$ cat config.mk
export PLATFORM = sky130hd
export DESIGN_NAME = bic_exec
export DESIGN_NICKNAME = d
export VERILOG_FILES = /design/src/design/bic_pkg.sv /design/src/design/bic_alu_if.sv /design/src/design/bic_incdec.sv /design/src/design/bic_exec.sv
export SDC_FILE = /design/constraint.sdc
export NUM_CORES = 1
export LEC_CHECK = 0
export BUFFER_PORTS_ARGS = -buffer_cell sky130_fd_sc_hd__buf_4
export CAP_MARGIN = 20
export CORE_ASPECT_RATIO = 0.5
export CORE_MARGIN = 4
export CORE_UTILIZATION = 35
export DETAILED_ROUTE_END_ITERATION = 16
export GPL_TIMING_DRIVEN = 0
export PLACE_DENSITY = 0.59
export SLEW_MARGIN = 20
export SYNTH_ARGS = -nofsm -noshare
export SYNTH_HDL_FRONTEND = slang
export SYNTH_SLANG_ARGS = --single-unit
export TNS_END_PERCENT = 30
$ cat constraint.sdc
create_clock -name ref_clk -period 2.9 [get_ports ref_clk]
set_input_delay 0.435 -clock ref_clk [delete_from_list [all_inputs] [get_ports ref_clk]]
set_output_delay 0.435 -clock ref_clk [all_outputs]
set_load 0.005 [all_outputs]
$ cat src/design/bic_pkg.sv
// constants, operation codes and field widths shared by the branch and inc/dec executor.
// assumes one clock domain and no software-visible registers.
// Operation
// [RULE1] branch always jumps, two cycles, flags kept
// [RULE2] branch literal loads program counter bits ten..zero
// [RULE3] counter bits twelve, eleven from latch bits four, three
// [RULE4] decrement, update zero flag, destination bit steers
// [RULE5] increment, update zero flag, destination bit steers
// [RULE6] decrement-skip steers result, flags untouched
// [RULE7] decrement-skip zero result replaces next with idle
// [RULE8] increment-skip steers result, flags untouched
// [RULE9] increment-skip zero result replaces next with idle
// [RULE10] register address seven bits, destination one bit
// [RULE11] zero flag set when wrapped result equals zero
package bic_pkg;
  // field widths
  localparam int PC_W = 13;
  localparam int LIT_W = 11;
  localparam int FADDR_W = 7;
  localparam int DATA_W = 8;
  localparam int LATCH_W = 8;
  // field positions of the latch bits that extend the branch target
  localparam int LATCH_HI = 4;
  localparam int LATCH_LO = 3;
  // reset values
  localparam logic [PC_W-1:0] PC_RESET = 13'h0000;
  localparam logic [DATA_W-1:0] DATA_RESET = 8'h00;
  localparam logic [FADDR_W-1:0] FADDR_RESET = 7'h00;
  localparam logic [LIT_W-1:0] LIT_RESET = 11'h000;
  // arithmetic constants
  localparam logic [DATA_W-1:0] DATA_ONE = 8'h01;
  localparam logic [DATA_W-1:0] DATA_ALL = 8'hFF;
  localparam logic [PC_W-1:0] PC_STEP = 13'h0001;
  // destination selector values
  localparam logic DEST_ACC = 1'b0;
  localparam logic DEST_REG = 1'b1;
  // operations the executor accepts
  typedef enum logic [2:0] {
    OP_IDLE,
    OP_JUMP,
    OP_DEC,
    OP_INC,
    OP_DEC_SKIP,
    OP_INC_SKIP
  } bic_op_e;
endpackage

$ cat src/design/bic_alu_if.sv
// interface between the executor core and its increment/decrement unit.
// assumes both ends share one clock; the path is purely combinational.
`timescale 1ns/1ns
`default_nettype none
interface bic_alu_if;
  import bic_pkg::*;
  logic [DATA_W-1:0] operand; // value read from the register file
  logic is_dec; // high selects subtract one
  logic [DATA_W-1:0] result; // wrapped eight-bit result
  logic zero; // result equals zero
  // arithmetic unit end
  modport alu (input operand, input is_dec, output result, output zero);
  // core end
  modport core (output operand, output is_dec, input result, input zero);
endinterface
`default_nettype wire

$ cat src/design/bic_incdec.sv
// increment/decrement unit with wrap-around and zero detect.
// assumes operand is stable for the cycle in which the core samples result.
`timescale 1ns/1ns
`default_nettype none
module bic_incdec (
  // arithmetic link to the core
  bic_alu_if.alu alu
);
  import bic_pkg::*;
  // eight-bit target makes the sum wrap modulo 256
  assign alu.result = alu.is_dec ? alu.operand - DATA_ONE : alu.operand + DATA_ONE; // [RULE11]
  // zero detect feeds the flag and the skip decision
  assign alu.zero = (alu.result == DATA_RESET); // [RULE11]
endmodule
`default_nettype wire

$ cat src/design/bic_exec.sv
// branch and increment/decrement executor: each instruction cycle is two ref_clk cycles,
// an accept cycle and an execute cycle.
// assumes the register file answers freg_rdata combinationally from freg_addr, on ref_clk.
`timescale 1ns/1ns
`default_nettype none
module bic_exec (
  // clock and reset
  input wire logic ref_clk,
  input wire logic reset,
  // instruction issue
  input wire logic instr_valid,
  output logic instr_ready,
  input wire bic_pkg::bic_op_e instr_op,
  input wire logic [bic_pkg::LIT_W-1:0] instr_lit,
  input wire logic [bic_pkg::FADDR_W-1:0] instr_faddr,
  input wire logic instr_dest,
  // program counter high latch
  input wire logic [bic_pkg::LATCH_W-1:0] pc_high_latch,
  // register file port
  output logic [bic_pkg::FADDR_W-1:0] freg_addr,
  input wire logic [bic_pkg::DATA_W-1:0] freg_rdata,
  output logic freg_we,
  output logic [bic_pkg::DATA_W-1:0] freg_wdata,
  // core state
  output logic [bic_pkg::PC_W-1:0] pc,
  output logic [bic_pkg::DATA_W-1:0] acc,
  output logic zero_flag,
  output logic idle_slot
);
  import bic_pkg::*;

  typedef enum logic {ST_ACCEPT, ST_EXEC} bic_state_e;

  bic_state_e state_reg, state_next; // two-phase instruction cycle
  bic_op_e op_reg, op_next; // latched operation
  logic [LIT_W-1:0] lit_reg, lit_next; // latched branch literal
  logic [1:0] hi_reg, hi_next; // latched upper target bits
  logic [FADDR_W-1:0] faddr_reg, faddr_next; // latched register address
  logic dest_reg, dest_next; // latched destination selector
  logic discard_reg, discard_next; // next issued instruction becomes idle
  logic [PC_W-1:0] pc_reg, pc_next; // program counter
  logic [DATA_W-1:0] acc_reg, acc_next; // accumulator
  logic z_reg, z_next; // zero flag
  logic we_reg, we_next; // register file write strobe
  logic [DATA_W-1:0] wdata_reg, wdata_next; // register file write data
  logic idle_reg, idle_next; // idle slot pulse

  bic_alu_if alu_link ();

  // increment/decrement unit
  bic_incdec u_incdec (
    .alu(alu_link.alu)
  );

  // decode of the latched operation
  wire logic take = (state_reg == ST_ACCEPT) && instr_valid;
  wire logic in_exec = (state_reg == ST_EXEC);
  wire logic op_is_jump = (op_reg == OP_JUMP);
  wire logic op_is_plain = (op_reg == OP_DEC) || (op_reg == OP_INC);
  wire logic op_is_skip = (op_reg == OP_DEC_SKIP) || (op_reg == OP_INC_SKIP);
  wire logic op_is_dec = (op_reg == OP_DEC) || (op_reg == OP_DEC_SKIP);
  wire logic op_arith = op_is_plain || op_is_skip;
  wire logic to_acc = op_arith && (dest_reg == DEST_ACC); // [RULE4] [RULE5] [RULE6] [RULE8]
  wire logic to_reg = op_arith && (dest_reg == DEST_REG); // [RULE4] [RULE5] [RULE6] [RULE8]
  wire logic [PC_W-1:0] jump_target = {hi_reg, lit_reg}; // [RULE2] [RULE3]

  assign alu_link.operand = freg_rdata;
  assign alu_link.is_dec = op_is_dec;

  // next-state and datapath decisions
  always_comb begin
    state_next = state_reg;
    op_next = op_reg;
    lit_next = lit_reg;
    hi_next = hi_reg;
    faddr_next = faddr_reg;
    dest_next = dest_reg;
    discard_next = discard_reg;
    pc_next = pc_reg;
    acc_next = acc_reg;
    z_next = z_reg;
    we_next = 1'b0;
    wdata_next = wdata_reg;
    idle_next = 1'b0;
    case (state_reg)
      ST_ACCEPT: begin
        if (take) begin
          state_next = ST_EXEC;
          pc_next = pc_reg + PC_STEP;
          if (discard_reg) begin
            // discarded instruction runs as an idle slot
            op_next = OP_IDLE; // [RULE7] [RULE9]
            discard_next = 1'b0;
            idle_next = 1'b1;
          end else begin
            op_next = instr_op;
            lit_next = instr_lit;
            hi_next = pc_high_latch[LATCH_HI:LATCH_LO]; // [RULE3]
            faddr_next = instr_faddr; // [RULE10]
            dest_next = instr_dest; // [RULE10]
          end
        end
      end
      ST_EXEC: begin
        state_next = ST_ACCEPT;
        if (op_is_jump) begin
          // branch always taken; its second cycle is the idle slot that follows
          pc_next = jump_target; // [RULE1] [RULE2] [RULE3]
          discard_next = 1'b1; // [RULE1]
        end
        if (to_acc) begin
          acc_next = alu_link.result; // [RULE4] [RULE5] [RULE6] [RULE8]
        end
        if (to_reg) begin
          we_next = 1'b1; // [RULE4] [RULE5] [RULE6] [RULE8]
          wdata_next = alu_link.result;
        end
        if (op_is_plain) begin
          z_next = alu_link.zero; // [RULE4] [RULE5] [RULE11]
        end
        if (op_is_skip) begin
          discard_next = alu_link.zero; // [RULE7] [RULE9]
        end
      end
      default: begin
        state_next = ST_ACCEPT;
      end
    endcase
  end

  // control state
  always_ff @(posedge ref_clk or posedge reset) begin
    if (reset) begin
      state_reg <= ST_ACCEPT;
      op_reg <= OP_IDLE;
      discard_reg <= 1'b0;
      pc_reg <= PC_RESET;
      idle_reg <= 1'b0;
    end else begin
      state_reg <= state_next;
      op_reg <= op_next;
      discard_reg <= discard_next;
      pc_reg <= pc_next;
      idle_reg <= idle_next;
    end
  end

  // latched operands
  always_ff @(posedge ref_clk or posedge reset) begin
    if (reset) begin
      lit_reg <= LIT_RESET;
      hi_reg <= PC_RESET[PC_W-1:LIT_W];
      faddr_reg <= FADDR_RESET;
      dest_reg <= DEST_ACC;
    end else begin
      lit_reg <= lit_next;
      hi_reg <= hi_next;
      faddr_reg <= faddr_next;
      dest_reg <= dest_next;
    end
  end

  // architectural data state
  always_ff @(posedge ref_clk or posedge reset) begin
    if (reset) begin
      acc_reg <= DATA_RESET;
      z_reg <= 1'b0;
      we_reg <= 1'b0;
      wdata_reg <= DATA_RESET;
    end else begin
      acc_reg <= acc_next;
      z_reg <= z_next;
      we_reg <= we_next;
      wdata_reg <= wdata_next;
    end
  end

  // outputs
  assign instr_ready = (state_reg == ST_ACCEPT);
  assign freg_addr = faddr_reg;
  assign freg_we = we_reg;
  assign freg_wdata = wdata_reg;
  assign pc = pc_reg;
  assign acc = acc_reg;
  assign zero_flag = z_reg;
  assign idle_slot = idle_reg;
endmodule
`default_nettype wire

==> metrics.log, run 1 <==
INFO  metric start_util = 0.363
INFO  metric floorplan.die_area = 9960 µm²
INFO  metric routabilityCongestion = 0.838
INFO  metric numCtsBuffers = 9
INFO  metric clock_power_share = 0.317
INFO  metric rsz0062_at_grt = false
INFO  metric post_route_cells_drive_above_1_share = 0.371
INFO  metric area_used_by_sequential_logic_in_the_layout = 1450 µm²
INFO  metric power_per_cell_area = 903 nW/µm²
INFO  metric critical_path_required = 3.12 ns
INFO  metric cts.path.max_buffers = 2
INFO  metric crit_slowest_cell = sky130_fd_sc_hd__dfrtp_1
INFO  metric vias_in_the_first_global_route = 2404
INFO  metric vias = 2404
INFO  metric grt.overflow.total = 0
INFO  metric horiz_die_dim = 137 µm
INFO  metric worstPathMaxFanout = 7
INFO  metric setup-violations-final = 0
INFO  metric multi_input_comb_area = 1420 µm²
INFO  metric clk_pin_slew_worst_paths = 0.05 ns
INFO  metric async_reset_ff_frac = 1.00
INFO  metric fmax = 378 MHz
INFO  metric place.detailed.instances = 457
INFO  metric clock_latency = 0.33 ns
INFO  metric post_synth_instance_area = 2920 µm²
INFO  metric number_of_enable_flip_flop_cells_after_synthesis = 0
INFO  metric reg2regPathDepth = 8
INFO  metric final_report_max_slew_violation_count = 0
INFO  metric yosys.area.top_type_share = 0.497
INFO  metric synthDominantAreaCellType = sky130_fd_sc_hd__dfrtp_1
INFO  metric switching_share = 0.307
INFO  metric critical_path.startpoint_type = flip-flop
INFO  metric syn_inst = 271
INFO  metric worstSetupStartpoint = op_reg[1]
INFO  metric max-vdd-ir-drop = 0.317 mV
INFO  metric p_switching = 1.10 mW
INFO  metric crit_arrival = 2.87 ns
INFO  metric rr_startpoint = op_reg[1]
INFO  metric grt_start_max_net_pins = 59
INFO  metric iteration_0_drc_markers = 192
INFO  metric post-dp-hpwl = 5130 µm
INFO  metric power.leakage = 1.78 nW
INFO  metric layout_min_cycle_time = 2.64 ns
INFO  metric synth_cell_type_count = 53
INFO  metric synth_area_per_cell = 10.8 µm²
INFO  metric dr.pass1.iters = 4
INFO  metric synth.ff_latch_count = 58
INFO  metric design_area = 3970 µm²
INFO  metric wire_length_of_the_first_global_routing_pass = 11700 µm
INFO  metric growth_of_design_area_from_synthesis_to_finish = 35.8%
INFO  metric ctsRootBufferMaster = sky130_fd_sc_hd__clkbuf_16
INFO  metric max_slew_margin = 0.417
INFO  metric placement.io_buffers = 74
INFO  metric stdcell_count = 473
INFO  metric ys.flop_type = sky130_fd_sc_hd__dfrtp_1
INFO  metric cell_internal_pwr = 2.48 mW
INFO  metric placement.cell_area = 3620 µm²
INFO  metric setup_tns = 0 ns
INFO  metric timing.critical_path.cells = xnor2_4 -> nor2_4 -> fa_1 -> a211oi_1 -> o21bai_1 -> a221oi_2 -> o2111ai_2 -> o41ai_2
INFO  metric finish.net_count = 406
INFO  metric timing_endpoint_of_the_critical_path = discard_reg
INFO  metric gr-usage-all-layers = 0.153
INFO  metric core_region_area = 8060 µm²
INFO  metric die-height = 72.6 µm
INFO  metric synth.top_cells.by_area = sky130_fd_sc_hd__dfrtp_1, sky130_fd_sc_hd__mux2_2, sky130_fd_sc_hd__o21ai_0
INFO  metric synth.top_cells.by_count = sky130_fd_sc_hd__dfrtp_1, sky130_fd_sc_hd__o21ai_0, sky130_fd_sc_hd__mux2_2
INFO  metric timing.hold.worst.class = in -> async
INFO  metric fin_worst_skew = 0.00605 ns
INFO  metric portion_of_total_power_attributed_to_sequential_cells = 0.358
INFO  metric min_period_over_period = 0.912
INFO  metric cts_max_level = 3
INFO  metric synth.yosys.seq_area_share = 0.497
INFO  metric worst-r2r-setup-slack = 0.26 ns
INFO  metric std_cell_rows = 23
INFO  metric synth.yosys.warnings = 0
INFO  metric maximum_capacitance_violations = 0
INFO  metric worst_r2r_endpoint = discard_reg
INFO  metric max_slew.worst_pin.slew = 0.869 ns
INFO  metric timing.critical_path.slowest_cell_delay = 0.48 ns
INFO  metric drcViolationCount = 0
INFO  metric crit_path_end_kind = flip-flop
INFO  metric drt-total-wl = 7100 µm
INFO  metric post-synth-top-count-cell = sky130_fd_sc_hd__dfrtp_1
INFO  metric num-fill-cells = 752
INFO  metric wl_per_cell = 15.0 µm
INFO  metric io_pins = 81
INFO  metric critical_setup_path_kind = reg -> reg
INFO  metric fin_worst_hold_slack = 0.243 ns
INFO  metric vias_per_cell = 5.08
INFO  metric power_frac_comb = 0.326
INFO  metric final_util = 0.492
INFO  metric largest_register_ffs = 13
INFO  metric num_antenna_cells = 0
INFO  metric cts_tree = yes
INFO  metric antenna_violating_nets_post_route = 0
INFO  metric clock_sink_count = 58
INFO  metric syn_nets = 321
INFO  metric report.final.hold_viol_count = 0
INFO  metric initial_antenna_violation_count = 0
INFO  metric result_of_the_run = completed
## critical path, delay by kind of cell, from the launching register on
kind / cells / cell delay, ns
xor+xnor: 1 / 0.26
simple gates: 1 / 0.10
compound gates: 5 / 1.29
fa+ha+maj: 1 / 0.41
flops: 1 / 0.48
## layer usage
layer | vias up | GRT usage | part of all wire
li1 | 1162 | - | -
met1 | 1185 | 0.194 | 0.45
met2 | 48 | 0.240 | 0.48
met3 | 9 | 0.0599 | 0.056
met4 | 0 | 0.0520 | 0.015
met5 | - | 0 | 0
## worst min-delay path by stage
stage                        startpoint             to  slack (ns)  cells after the start
after CTS                         reset  freg_wdata[4]        0.26                      2
after global placement    freg_wdata[0]  freg_wdata[0]        0.47                      2
after detailed placement  freg_wdata[2]  freg_wdata[2]        0.47                      2
final                             reset  freg_wdata[4]        0.24                      2
after floorplan               zero_flag      zero_flag        0.47                      2
after global routing              reset  freg_wdata[4]        0.31                      2
## power groups by stage
stage	logic, mW	clock network [mW]	registers (mW)
detailed placement	1.17	0	1.29
floorplan	0.639	0	1.26
CTS	1.18	1.16	1.28
global route	1.31	1.20	1.32
global placement	1.14	0	1.28
finish	1.17	1.13	1.28
## metrics by stage
| step | power [mW] | setup WS (ns) |
|---|---|---|
| after global routing | 3.82 | 0.0660 |
| after detailed placement | 2.45 | -0.0931 |
| final | 3.58 | 0.255 |
| after floorplan | 1.90 | 0.363 |
| after CTS | 3.62 | 0.137 |
| after global placement | 2.42 | -0.0232 |
## timing repair
item                                    in CTS  in global routing
endpoints found under the setup margin       2                  1
pin swaps                                    0                  1
setup buffers                                0                  0
gates resized for setup                      2                  2
hold buffers                                 0                  0
## layout make-up
type                    instances  area share
multi-input cells             193       0.358
clock buffers                  11      0.0612
well taps                     112      0.0353
flip-flops and latches         58       0.366
plain buffers                  10      0.0101
clock inverters                 5      0.0196
inverters                      10      0.0101
repair buffers                 74       0.140
## placed cells by master, fill, tap and decap left out, types with 2 or more instances in the layout
cell,n
sky130_fd_sc_hd__a22oi_1,2
sky130_fd_sc_hd__o21a_1,2
sky130_fd_sc_hd__o2bb2ai_1,3
sky130_fd_sc_hd__bufinv_16,2
sky130_fd_sc_hd__buf_2,2
sky130_fd_sc_hd__nor2_1,14
sky130_fd_sc_hd__nor3_1,3
sky130_fd_sc_hd__nand3b_1,2
sky130_fd_sc_hd__clkinv_2,2
sky130_fd_sc_hd__a311oi_1,2
sky130_fd_sc_hd__nand2b_1,5
sky130_fd_sc_hd__a32oi_1,2
sky130_fd_sc_hd__a21o_1,3
sky130_fd_sc_hd__mux2_2,28
sky130_fd_sc_hd__and4_1,2
sky130_fd_sc_hd__inv_1,9
sky130_fd_sc_hd__nor4b_1,2
sky130_fd_sc_hd__nand2_1,20
sky130_fd_sc_hd__buf_4,74
sky130_fd_sc_hd__nor2b_1,2
sky130_fd_sc_hd__a21oi_1,16
sky130_fd_sc_hd__or3_1,5
sky130_fd_sc_hd__and2_1,3
sky130_fd_sc_hd__ha_1,8
sky130_fd_sc_hd__clkbuf_1,7
sky130_fd_sc_hd__nor4_1,3
sky130_fd_sc_hd__buf_1,2
sky130_fd_sc_hd__mux2i_1,4
sky130_fd_sc_hd__nand3_1,4
sky130_fd_sc_hd__o21ai_0,29
sky130_fd_sc_hd__dfrtp_1,58
sky130_fd_sc_hd__o22ai_1,2
sky130_fd_sc_hd__and3_1,2
sky130_fd_sc_hd__clkbuf_16,9
## kinds of logic after synthesis
kind of cell | synth area share
AND/OR/NAND/NOR | 0.140
flip-flops | 0.497
multiplexers | 0.122
buffers and inverters | 0.0266
AO/OA/AOI/OAI | 0.168
adder cells (fa/ha/maj) | 0.0411
XOR/XNOR | 0.00600
Power figures use the tool's default switching activity.
==> run 2: changes to the inputs <==
- ABC_AREA: default -> 1
==> run 2 against run 1 <==
Area after synthesis grew 2.0%. Sequential power is 3% higher. Die area increased by 1.8%. Hold slack got worse by 0.15 ns. Setup slack better by 0.26 ns. Largest power group unchanged.
==> metrics.log, run 2 <==
INFO  metric floorplan.die_area = 10100 µm²
INFO  metric worstPathMaxFanout = 7
INFO  metric synth_compound_area_frac = 0.109
INFO  metric synth.area.mux_share = 0.0605
INFO  metric result_of_the_run = completed
INFO  metric max_slew_margin = 0.658
INFO  metric synth.top_cells.by_area = sky130_fd_sc_hd__dfrtp_1, sky130_fd_sc_hd__nand2_1, sky130_fd_sc_hd__inv_1
INFO  metric grt.overflow.total = 0
INFO  metric synthDominantAreaCellType = sky130_fd_sc_hd__dfrtp_1
INFO  metric final_report_max_slew_violation_count = 0
INFO  metric syn_inst = 348
INFO  metric post_route_cells_drive_above_1_share = 0.268
INFO  metric clock_latency = 0.32 ns
INFO  metric finish.net_count = 484
INFO  metric largest_register_ffs = 13
INFO  metric placement.io_buffers = 74
INFO  metric cts_resized = 0
INFO  metric post_synth_instance_area = 2980 µm²
INFO  metric fmax = 420 MHz
INFO  metric ctsRootBufferMaster = sky130_fd_sc_hd__clkbuf_16
INFO  metric placement.setup.worst_slack = 0.535 ns
INFO  metric crit_slowest_cell = sky130_fd_sc_hd__dfrtp_1
INFO  metric io_pins = 81
INFO  metric grt_start_max_net_pins = 34
INFO  metric cts_max_level = 3
INFO  metric wire_length_of_the_first_global_routing_pass = 11400 µm
INFO  metric wl_per_cell = 12.5 µm
INFO  metric cts.hold.buffers_added = 0
INFO  metric final_common_cell = sky130_fd_sc_hd__nand2_1
INFO  metric power = 3.48 mW
INFO  metric fraction_of_the_mapped_netlist_area_in_adder_cells = 0.0403
INFO  metric yosys.area_share.simple = 0.218
INFO  metric synth_area_per_cell = 8.56 µm²
INFO  metric clk_pin_slew_worst_paths = 0.05 ns
INFO  metric post-synth-top-count-cell = sky130_fd_sc_hd__nand2_1
INFO  metric antenna_violating_nets_post_route = 0
INFO  metric power.leakage = 2.05 nW
INFO  metric min_period_over_period = 0.821
INFO  metric crit_arrival = 2.61 ns
INFO  metric area_used_by_sequential_logic_in_the_layout = 1450 µm²
INFO  metric synth.top_cells.by_count = sky130_fd_sc_hd__nand2_1, sky130_fd_sc_hd__dfrtp_1, sky130_fd_sc_hd__inv_1
INFO  metric num-fill-cells = 816
INFO  metric async_reset_ff_frac = 1.00
INFO  metric synth.yosys.seq_area_share = 0.487
INFO  metric buffers_inserted_during_post_cts_setup_optimization = 0
INFO  metric timing.hold.worst.class = in -> async
INFO  metric max_slew.worst_pin.slew = 0.513 ns
INFO  metric drcViolationCount = 0
INFO  metric synth_area_in_xor_xnor = 0.00882
INFO  metric vias_per_cell = 4.53
INFO  metric start_util = 0.366
INFO  metric maximum_capacitance_violations = 0
INFO  metric worst-r2r-setup-slack = 0.52 ns
INFO  metric growth_of_design_area_from_synthesis_to_finish = 32.8%
INFO  metric synth.ff_latch_count = 58
INFO  metric fin_worst_hold_slack = 0.0941 ns
INFO  metric drt-total-wl = 6860 µm
INFO  metric horiz_die_dim = 138 µm
INFO  metric iteration_0_drc_markers = 129
INFO  metric std_cell_rows = 23
INFO  metric crit_path_frequent_cell = sky130_fd_sc_hd__nand2_1
INFO  metric fin_worst_skew = 0.00539 ns
INFO  metric synth.yosys.warnings = 0
INFO  metric report.final.hold_viol_count = 0
INFO  metric setup-violations-final = 0
INFO  metric number_of_enable_flip_flop_cells_after_synthesis = 0
INFO  metric cts_tree = yes
INFO  metric clock_sink_count = 58
INFO  metric critical_path.startpoint_type = flip-flop
INFO  metric most-common-layout-cells = sky130_fd_sc_hd__nand2_1, sky130_fd_sc_hd__buf_4, sky130_fd_sc_hd__dfrtp_1
INFO  metric dr.pass1.iters = 4
INFO  metric critical_setup_path_kind = reg -> reg
INFO  metric post-dp-hpwl = 5160 µm
INFO  metric gr-usage-all-layers = 0.140
INFO  metric timing.critical_path.slowest_cell_delay = 0.38 ns
INFO  metric num_antenna_cells = 0
INFO  metric max-vdd-ir-drop = 0.333 mV
INFO  metric syn_nets = 398
INFO  metric vias = 2481
INFO  metric timing.critical_path.cells = inv_1 -> nand2_1 -> nand2_2 -> nand2_1 -> inv_1 -> ha_1 -> nand2_1 -> nand2_1 -> inv_1 -> nand2_1 -> a21oi_1 -> nand2_1 -> nand2_1 -> nand3_1 -> o21ai_0
INFO  metric critical_path_required = 3.13 ns
INFO  metric yosys.area.top_type_share = 0.487
INFO  metric core_region_area = 8140 µm²
INFO  metric crit_path_end_kind = flip-flop
INFO  metric initial_antenna_violation_count = 0
INFO  metric die-height = 73.2 µm
INFO  metric setup_tns = 0 ns
INFO  metric power_per_cell_area = 880 nW/µm²
INFO  metric layout_min_cycle_time = 2.38 ns
INFO  metric synth_top_family_by_area = simple AND/OR/NAND/NOR gates
INFO  metric synth_cell_type_count = 31
INFO  metric cts.path.max_buffers = 2
INFO  metric routabilityCongestion = 0.803
INFO  metric numCtsBuffers = 9
INFO  metric ys.flop_type = sky130_fd_sc_hd__dfrtp_1
INFO  metric vias_in_the_first_global_route = 2379
INFO  metric multi_input_comb_area = 1300 µm²
INFO  metric rsz0062_at_grt = false
INFO  metric setup_slack = 0.520 ns
## run 2: cell types whose count changed in the layout (fill, tap and decap cells not counted), sizes merged, moves of 5 or more
cell    previous run  this run
a21oi             17        22
inv               10        49
mux2              28        14
nand2             20        89
nand2b             5         0
nand3              4        20
nor2              15        28
or3                6         0
## run 2: cell type report
type,count,area share
inverter,49,0.0471
sequential,58,0.367
clock buffer,13,0.0658
tap,112,0.0354
buffer,7,0.0111
timing repair buffer,75,0.145
multi-input combinational,234,0.328
## run 2: kinds of logic after synthesis
group,count (synthesis)
adders and majority gates,9
buffers and inverters,56
muxes,14
DFF,58
AOI/OAI and AO/OA,61
and+or+nand+nor,147
xor gates and xnor gates,3
## run 2: final timing paths
| kind | from | end | depth (start not counted) |
|---|---|---|---|
| max in group asynchronous | reset | pc[11] | 3 |
| min in group ref_clk | instr_faddr[6] | freg_addr[6] | 2 |
| max | op_reg[1] | zero_flag | 15 |
| min reg2reg | freg_wdata[1] | freg_wdata[1] | 2 |
| min | reset | acc[5] | 2 |
| max reg2reg | op_reg[1] | zero_flag | 15 |
## run 2: critical path, delay by kind of cell (launching register included)
family | cells | cell delay (ns)
and+or+nand+nor | 9 | 0.87
DFF | 1 | 0.38
buffers and inverters | 3 | 0.36
AOI/OAI and AO/OA | 2 | 0.36
adders and majority gates | 1 | 0.33
## run 2: stage by stage
| stage | utilization | std cells | area (µm²) |
|---|---|---|---|
| floorplan | - | 348 | 2980 |
| global placement | 0.451 | 534 | 3670 |
| detailed placement | 0.454 | 535 | 3700 |
| CTS | 0.486 | 548 | 3960 |
| global route | 0.486 | 548 | 3960 |
| finish | 0.486 | 548 | 3960 |
## run 2: where the power goes
part	total [mW]	leakage [nW]	internal (mW)	switching (mW)
Clock	0.931	0.128	0.608	0.323
Sequential	1.32	0.683	1.10	0.218
Combinational	1.23	1.24	0.621	0.611
## run 2: layer usage
layer	track usage	part of all wire	vias to the layer above
li1	-	-	1307
met5	0	0	-
met3	0.0360	0.039	5
met1	0.189	0.49	1126
met2	0.225	0.46	43
met4	0.0460	0.0084	0
==> run 3: changes to the inputs <==
- PLACE_DENSITY: 0.59 -> 0.61
- clock period: 2.9 -> 2 ns (I/O delays scaled with it)
==> run 3 against run 2 <==
The flow now finishes with violations (negative setup slack). Clock-buffer cell count is 1 higher. Sequential share of layout area down 1.7 points. Sequential power increased by 45%. Via count up 5.0%. Register-to-register slack worse by 0.55 ns. Final area grew 5.0%. Non-clock buffer count rose by 5. Clock power up 53%. First-iteration DRC count is 2.3% higher. Critical path type unchanged.
==> metrics.log, run 3 (synthesis results as in run 2) <==
INFO  metric fin_worst_skew = 0.00877 ns
INFO  metric final_common_cell = sky130_fd_sc_hd__buf_4
INFO  metric placement.cell_area = 3700 µm²
INFO  metric start_util = 0.366
INFO  metric max_slew.worst_pin.slew = 0.436 ns
INFO  metric cts_max_level = 3
INFO  metric design_area = 4150 µm²
INFO  metric ctsRootBufferMaster = sky130_fd_sc_hd__clkbuf_16
INFO  metric stdcell_count = 556
INFO  metric result_of_the_run = finished with violations
INFO  metric finish.net_count = 489
INFO  metric critical_path_required = 2.25 ns
INFO  metric timing.critical_path.slowest_cell_delay = 0.39 ns
INFO  metric numCtsBuffers = 9
INFO  metric rr_startpoint = op_reg[1]
INFO  metric min_period_over_period = 1.01
INFO  metric clk_pin_slew_worst_paths = 0.05 ns
INFO  metric max-vdd-ir-drop = 0.574 mV
INFO  metric timing.hold.worst.class = in -> reg
INFO  metric vias = 2604
INFO  metric rsz0062_at_grt = true
INFO  metric timing.critical_path.cells = inv_2 -> nand2_2 -> nand2_4 -> nand2_4 -> inv_8 -> fa_2 -> nand2_2 -> nand2_2 -> nand3_2 -> nand2_2 -> nand2_2 -> nand2_1 -> nor2_1 -> nand3_2 -> nand2_1 -> nand2_1 -> nand2_1
INFO  metric std_cell_rows = 23
INFO  metric crit_path_frequent_cell = sky130_fd_sc_hd__nand2_2
INFO  metric wl_per_cell = 13.0 µm
INFO  metric critical_path.startpoint_type = flip-flop
INFO  metric crit_slowest_cell = sky130_fd_sc_hd__fa_2
INFO  metric io_pins = 81
INFO  metric largest_register_ffs = 13
INFO  metric timing.critical_path.buf_inv = 2
INFO  metric grt.overflow.total = 0
INFO  metric initial_antenna_violation_count = 0
INFO  metric fmax = 493 MHz
INFO  metric report.final.hold_viol_count = 0
INFO  metric vias_per_cell = 4.68
INFO  metric critical_setup_path_kind = reg -> reg
INFO  metric growth_of_design_area_from_synthesis_to_finish = 39.4%
INFO  metric power_per_cell_area = 1290 nW/µm²
INFO  metric setup_slack = -0.0288 ns
INFO  metric placement.setup.worst_slack = -0.336 ns
INFO  metric switching_share = 0.337
INFO  metric dr.pass1.iters = 5
INFO  metric path_delay_family = simple AND/OR/NAND/NOR gates
INFO  metric violations = negative setup slack
INFO  metric maximum_capacitance_violations = 0
INFO  metric most-common-layout-cells = sky130_fd_sc_hd__buf_4, sky130_fd_sc_hd__nand2_1, sky130_fd_sc_hd__dfrtp_1
INFO  metric gr-usage-all-layers = 0.147
INFO  metric worstHoldEndpoint = freg_addr[6]
INFO  metric final_report_max_slew_violation_count = 0
INFO  metric fin_worst_hold_slack = 0.210 ns
INFO  metric antenna_violating_nets_post_route = 0
INFO  metric setup-violations-final = 1
INFO  metric wire_length_of_the_first_global_routing_pass = 12000 µm
INFO  metric vias_in_the_first_global_route = 2476
INFO  metric clock_latency = 0.32 ns
INFO  metric die-height = 73.2 µm
INFO  metric grt_start_max_net_pins = 34
INFO  metric drt-total-wl = 7240 µm
INFO  metric reg2regPathDepth = 17
INFO  metric horiz_die_dim = 138 µm
INFO  metric crit_path_end_kind = flip-flop
INFO  metric cts_tree = yes
INFO  metric hold_start = instr_faddr[6]
INFO  metric post-dp-hpwl = 5260 µm
INFO  metric cts.path.max_buffers = 2
INFO  metric portion_of_total_power_attributed_to_sequential_cells = 0.360
INFO  metric max_slew_margin = 0.710
INFO  metric power.leakage = 2.10 nW
INFO  metric iteration_0_drc_markers = 132
INFO  metric worst-r2r-setup-slack = -0.03 ns
INFO  metric whs_path_depth = 2
INFO  metric power_frac_comb = 0.373
INFO  metric clock_power_share = 0.267
INFO  metric crit_arrival = 2.28 ns
INFO  metric drcViolationCount = 0
INFO  metric worstPathMaxFanout = 7
INFO  metric core_region_area = 8140 µm²
INFO  metric post_route_cells_drive_above_1_share = 0.336
INFO  metric layout_min_cycle_time = 2.03 ns
INFO  metric routabilityCongestion = 0.801
INFO  metric p_switching = 1.80 mW
INFO  metric floorplan.die_area = 10100 µm²
INFO  metric cell_internal_pwr = 3.54 mW
INFO  metric placement.io_buffers = 74
INFO  metric worst_r2r_endpoint = discard_reg
INFO  metric clock_sink_count = 58
INFO  metric num_antenna_cells = 0
INFO  metric place.detailed.instances = 535
INFO  metric power = 5.34 mW
## run 3: changes by cell type in the layout (fill, tap and decap cells not counted), sizes merged
| cell | before | now |
|---|---|---|
| buf | 80 | 83 |
| clkbuf | 15 | 17 |
| dlygate4sd3 | 0 | 1 |
| clkinv | 0 | 2 |
## run 3: worst max path at each step
stage | from | endpoint | cells past startpoint
3_5_place_dp | op_reg[1] | zero_flag | 15
6_report | op_reg[1] | discard_reg | 17
4_1_cts | op_reg[1] | discard_reg | 17
3_3_place_gp | reset | pc[10] | 2
2_1_floorplan | op_reg[1] | discard_reg | 16
5_1_grt | op_reg[2] | discard_reg | 18
## run 3: final cells by class
| cell class | count | area, µm² |
|---|---|---|
| multi-input cells | 234 | 1420 |
| fillers | 781 | 3990 |
| well taps | 112 | 140 |
| repair buffers | 80 | 616 |
| plain buffers | 7 | 45.0 |
| clock buffers | 14 | 274 |
| inverters | 49 | 194 |
| flip-flops and latches | 58 | 1450 |
| clock inverters | 2 | 10.0 |
## run 3: power by group through the flow
stage	sequential (mW)	clock, mW	combinational, mW
6_report	1.92	1.42	1.99
3_3_place_gp	1.93	0	1.79
2_1_floorplan	1.89	0	1.01
4_1_cts	1.92	1.46	1.97
5_1_grt	1.99	1.51	2.25
3_5_place_dp	1.93	0	1.83
## run 3: what timing repair did
item | in CTS | in global routing
hold buffers | 1 | 0
setup buffers | 3 | 1
gates resized for setup | 26 | 6
hold endpoints to repair | 25 | 0
pin swaps | 9 | 0
endpoints found under the setup margin | 10 | 6
## run 3: routing by layer
metal | vias up | track usage | wire length [µm]
met2 | 45 | 0.242 | 3540
met3 | 4 | 0.0360 | 238
met1 | 1238 | 0.196 | 3420
li1 | 1317 | - | -
met4 | 0 | 0.0394 | 44
met5 | - | 0 | 0
## run 3: metrics by stage
| stage | util | TNS, ns |
|---|---|---|
| after floorplan | - | 0 |
| after global placement | 0.451 | -32.08 |
| after detailed placement | 0.454 | -1.26 |
| after CTS | 0.507 | -0.00788 |
| after global routing | 0.510 | -0.472 |
| final | 0.510 | -0.0288 |
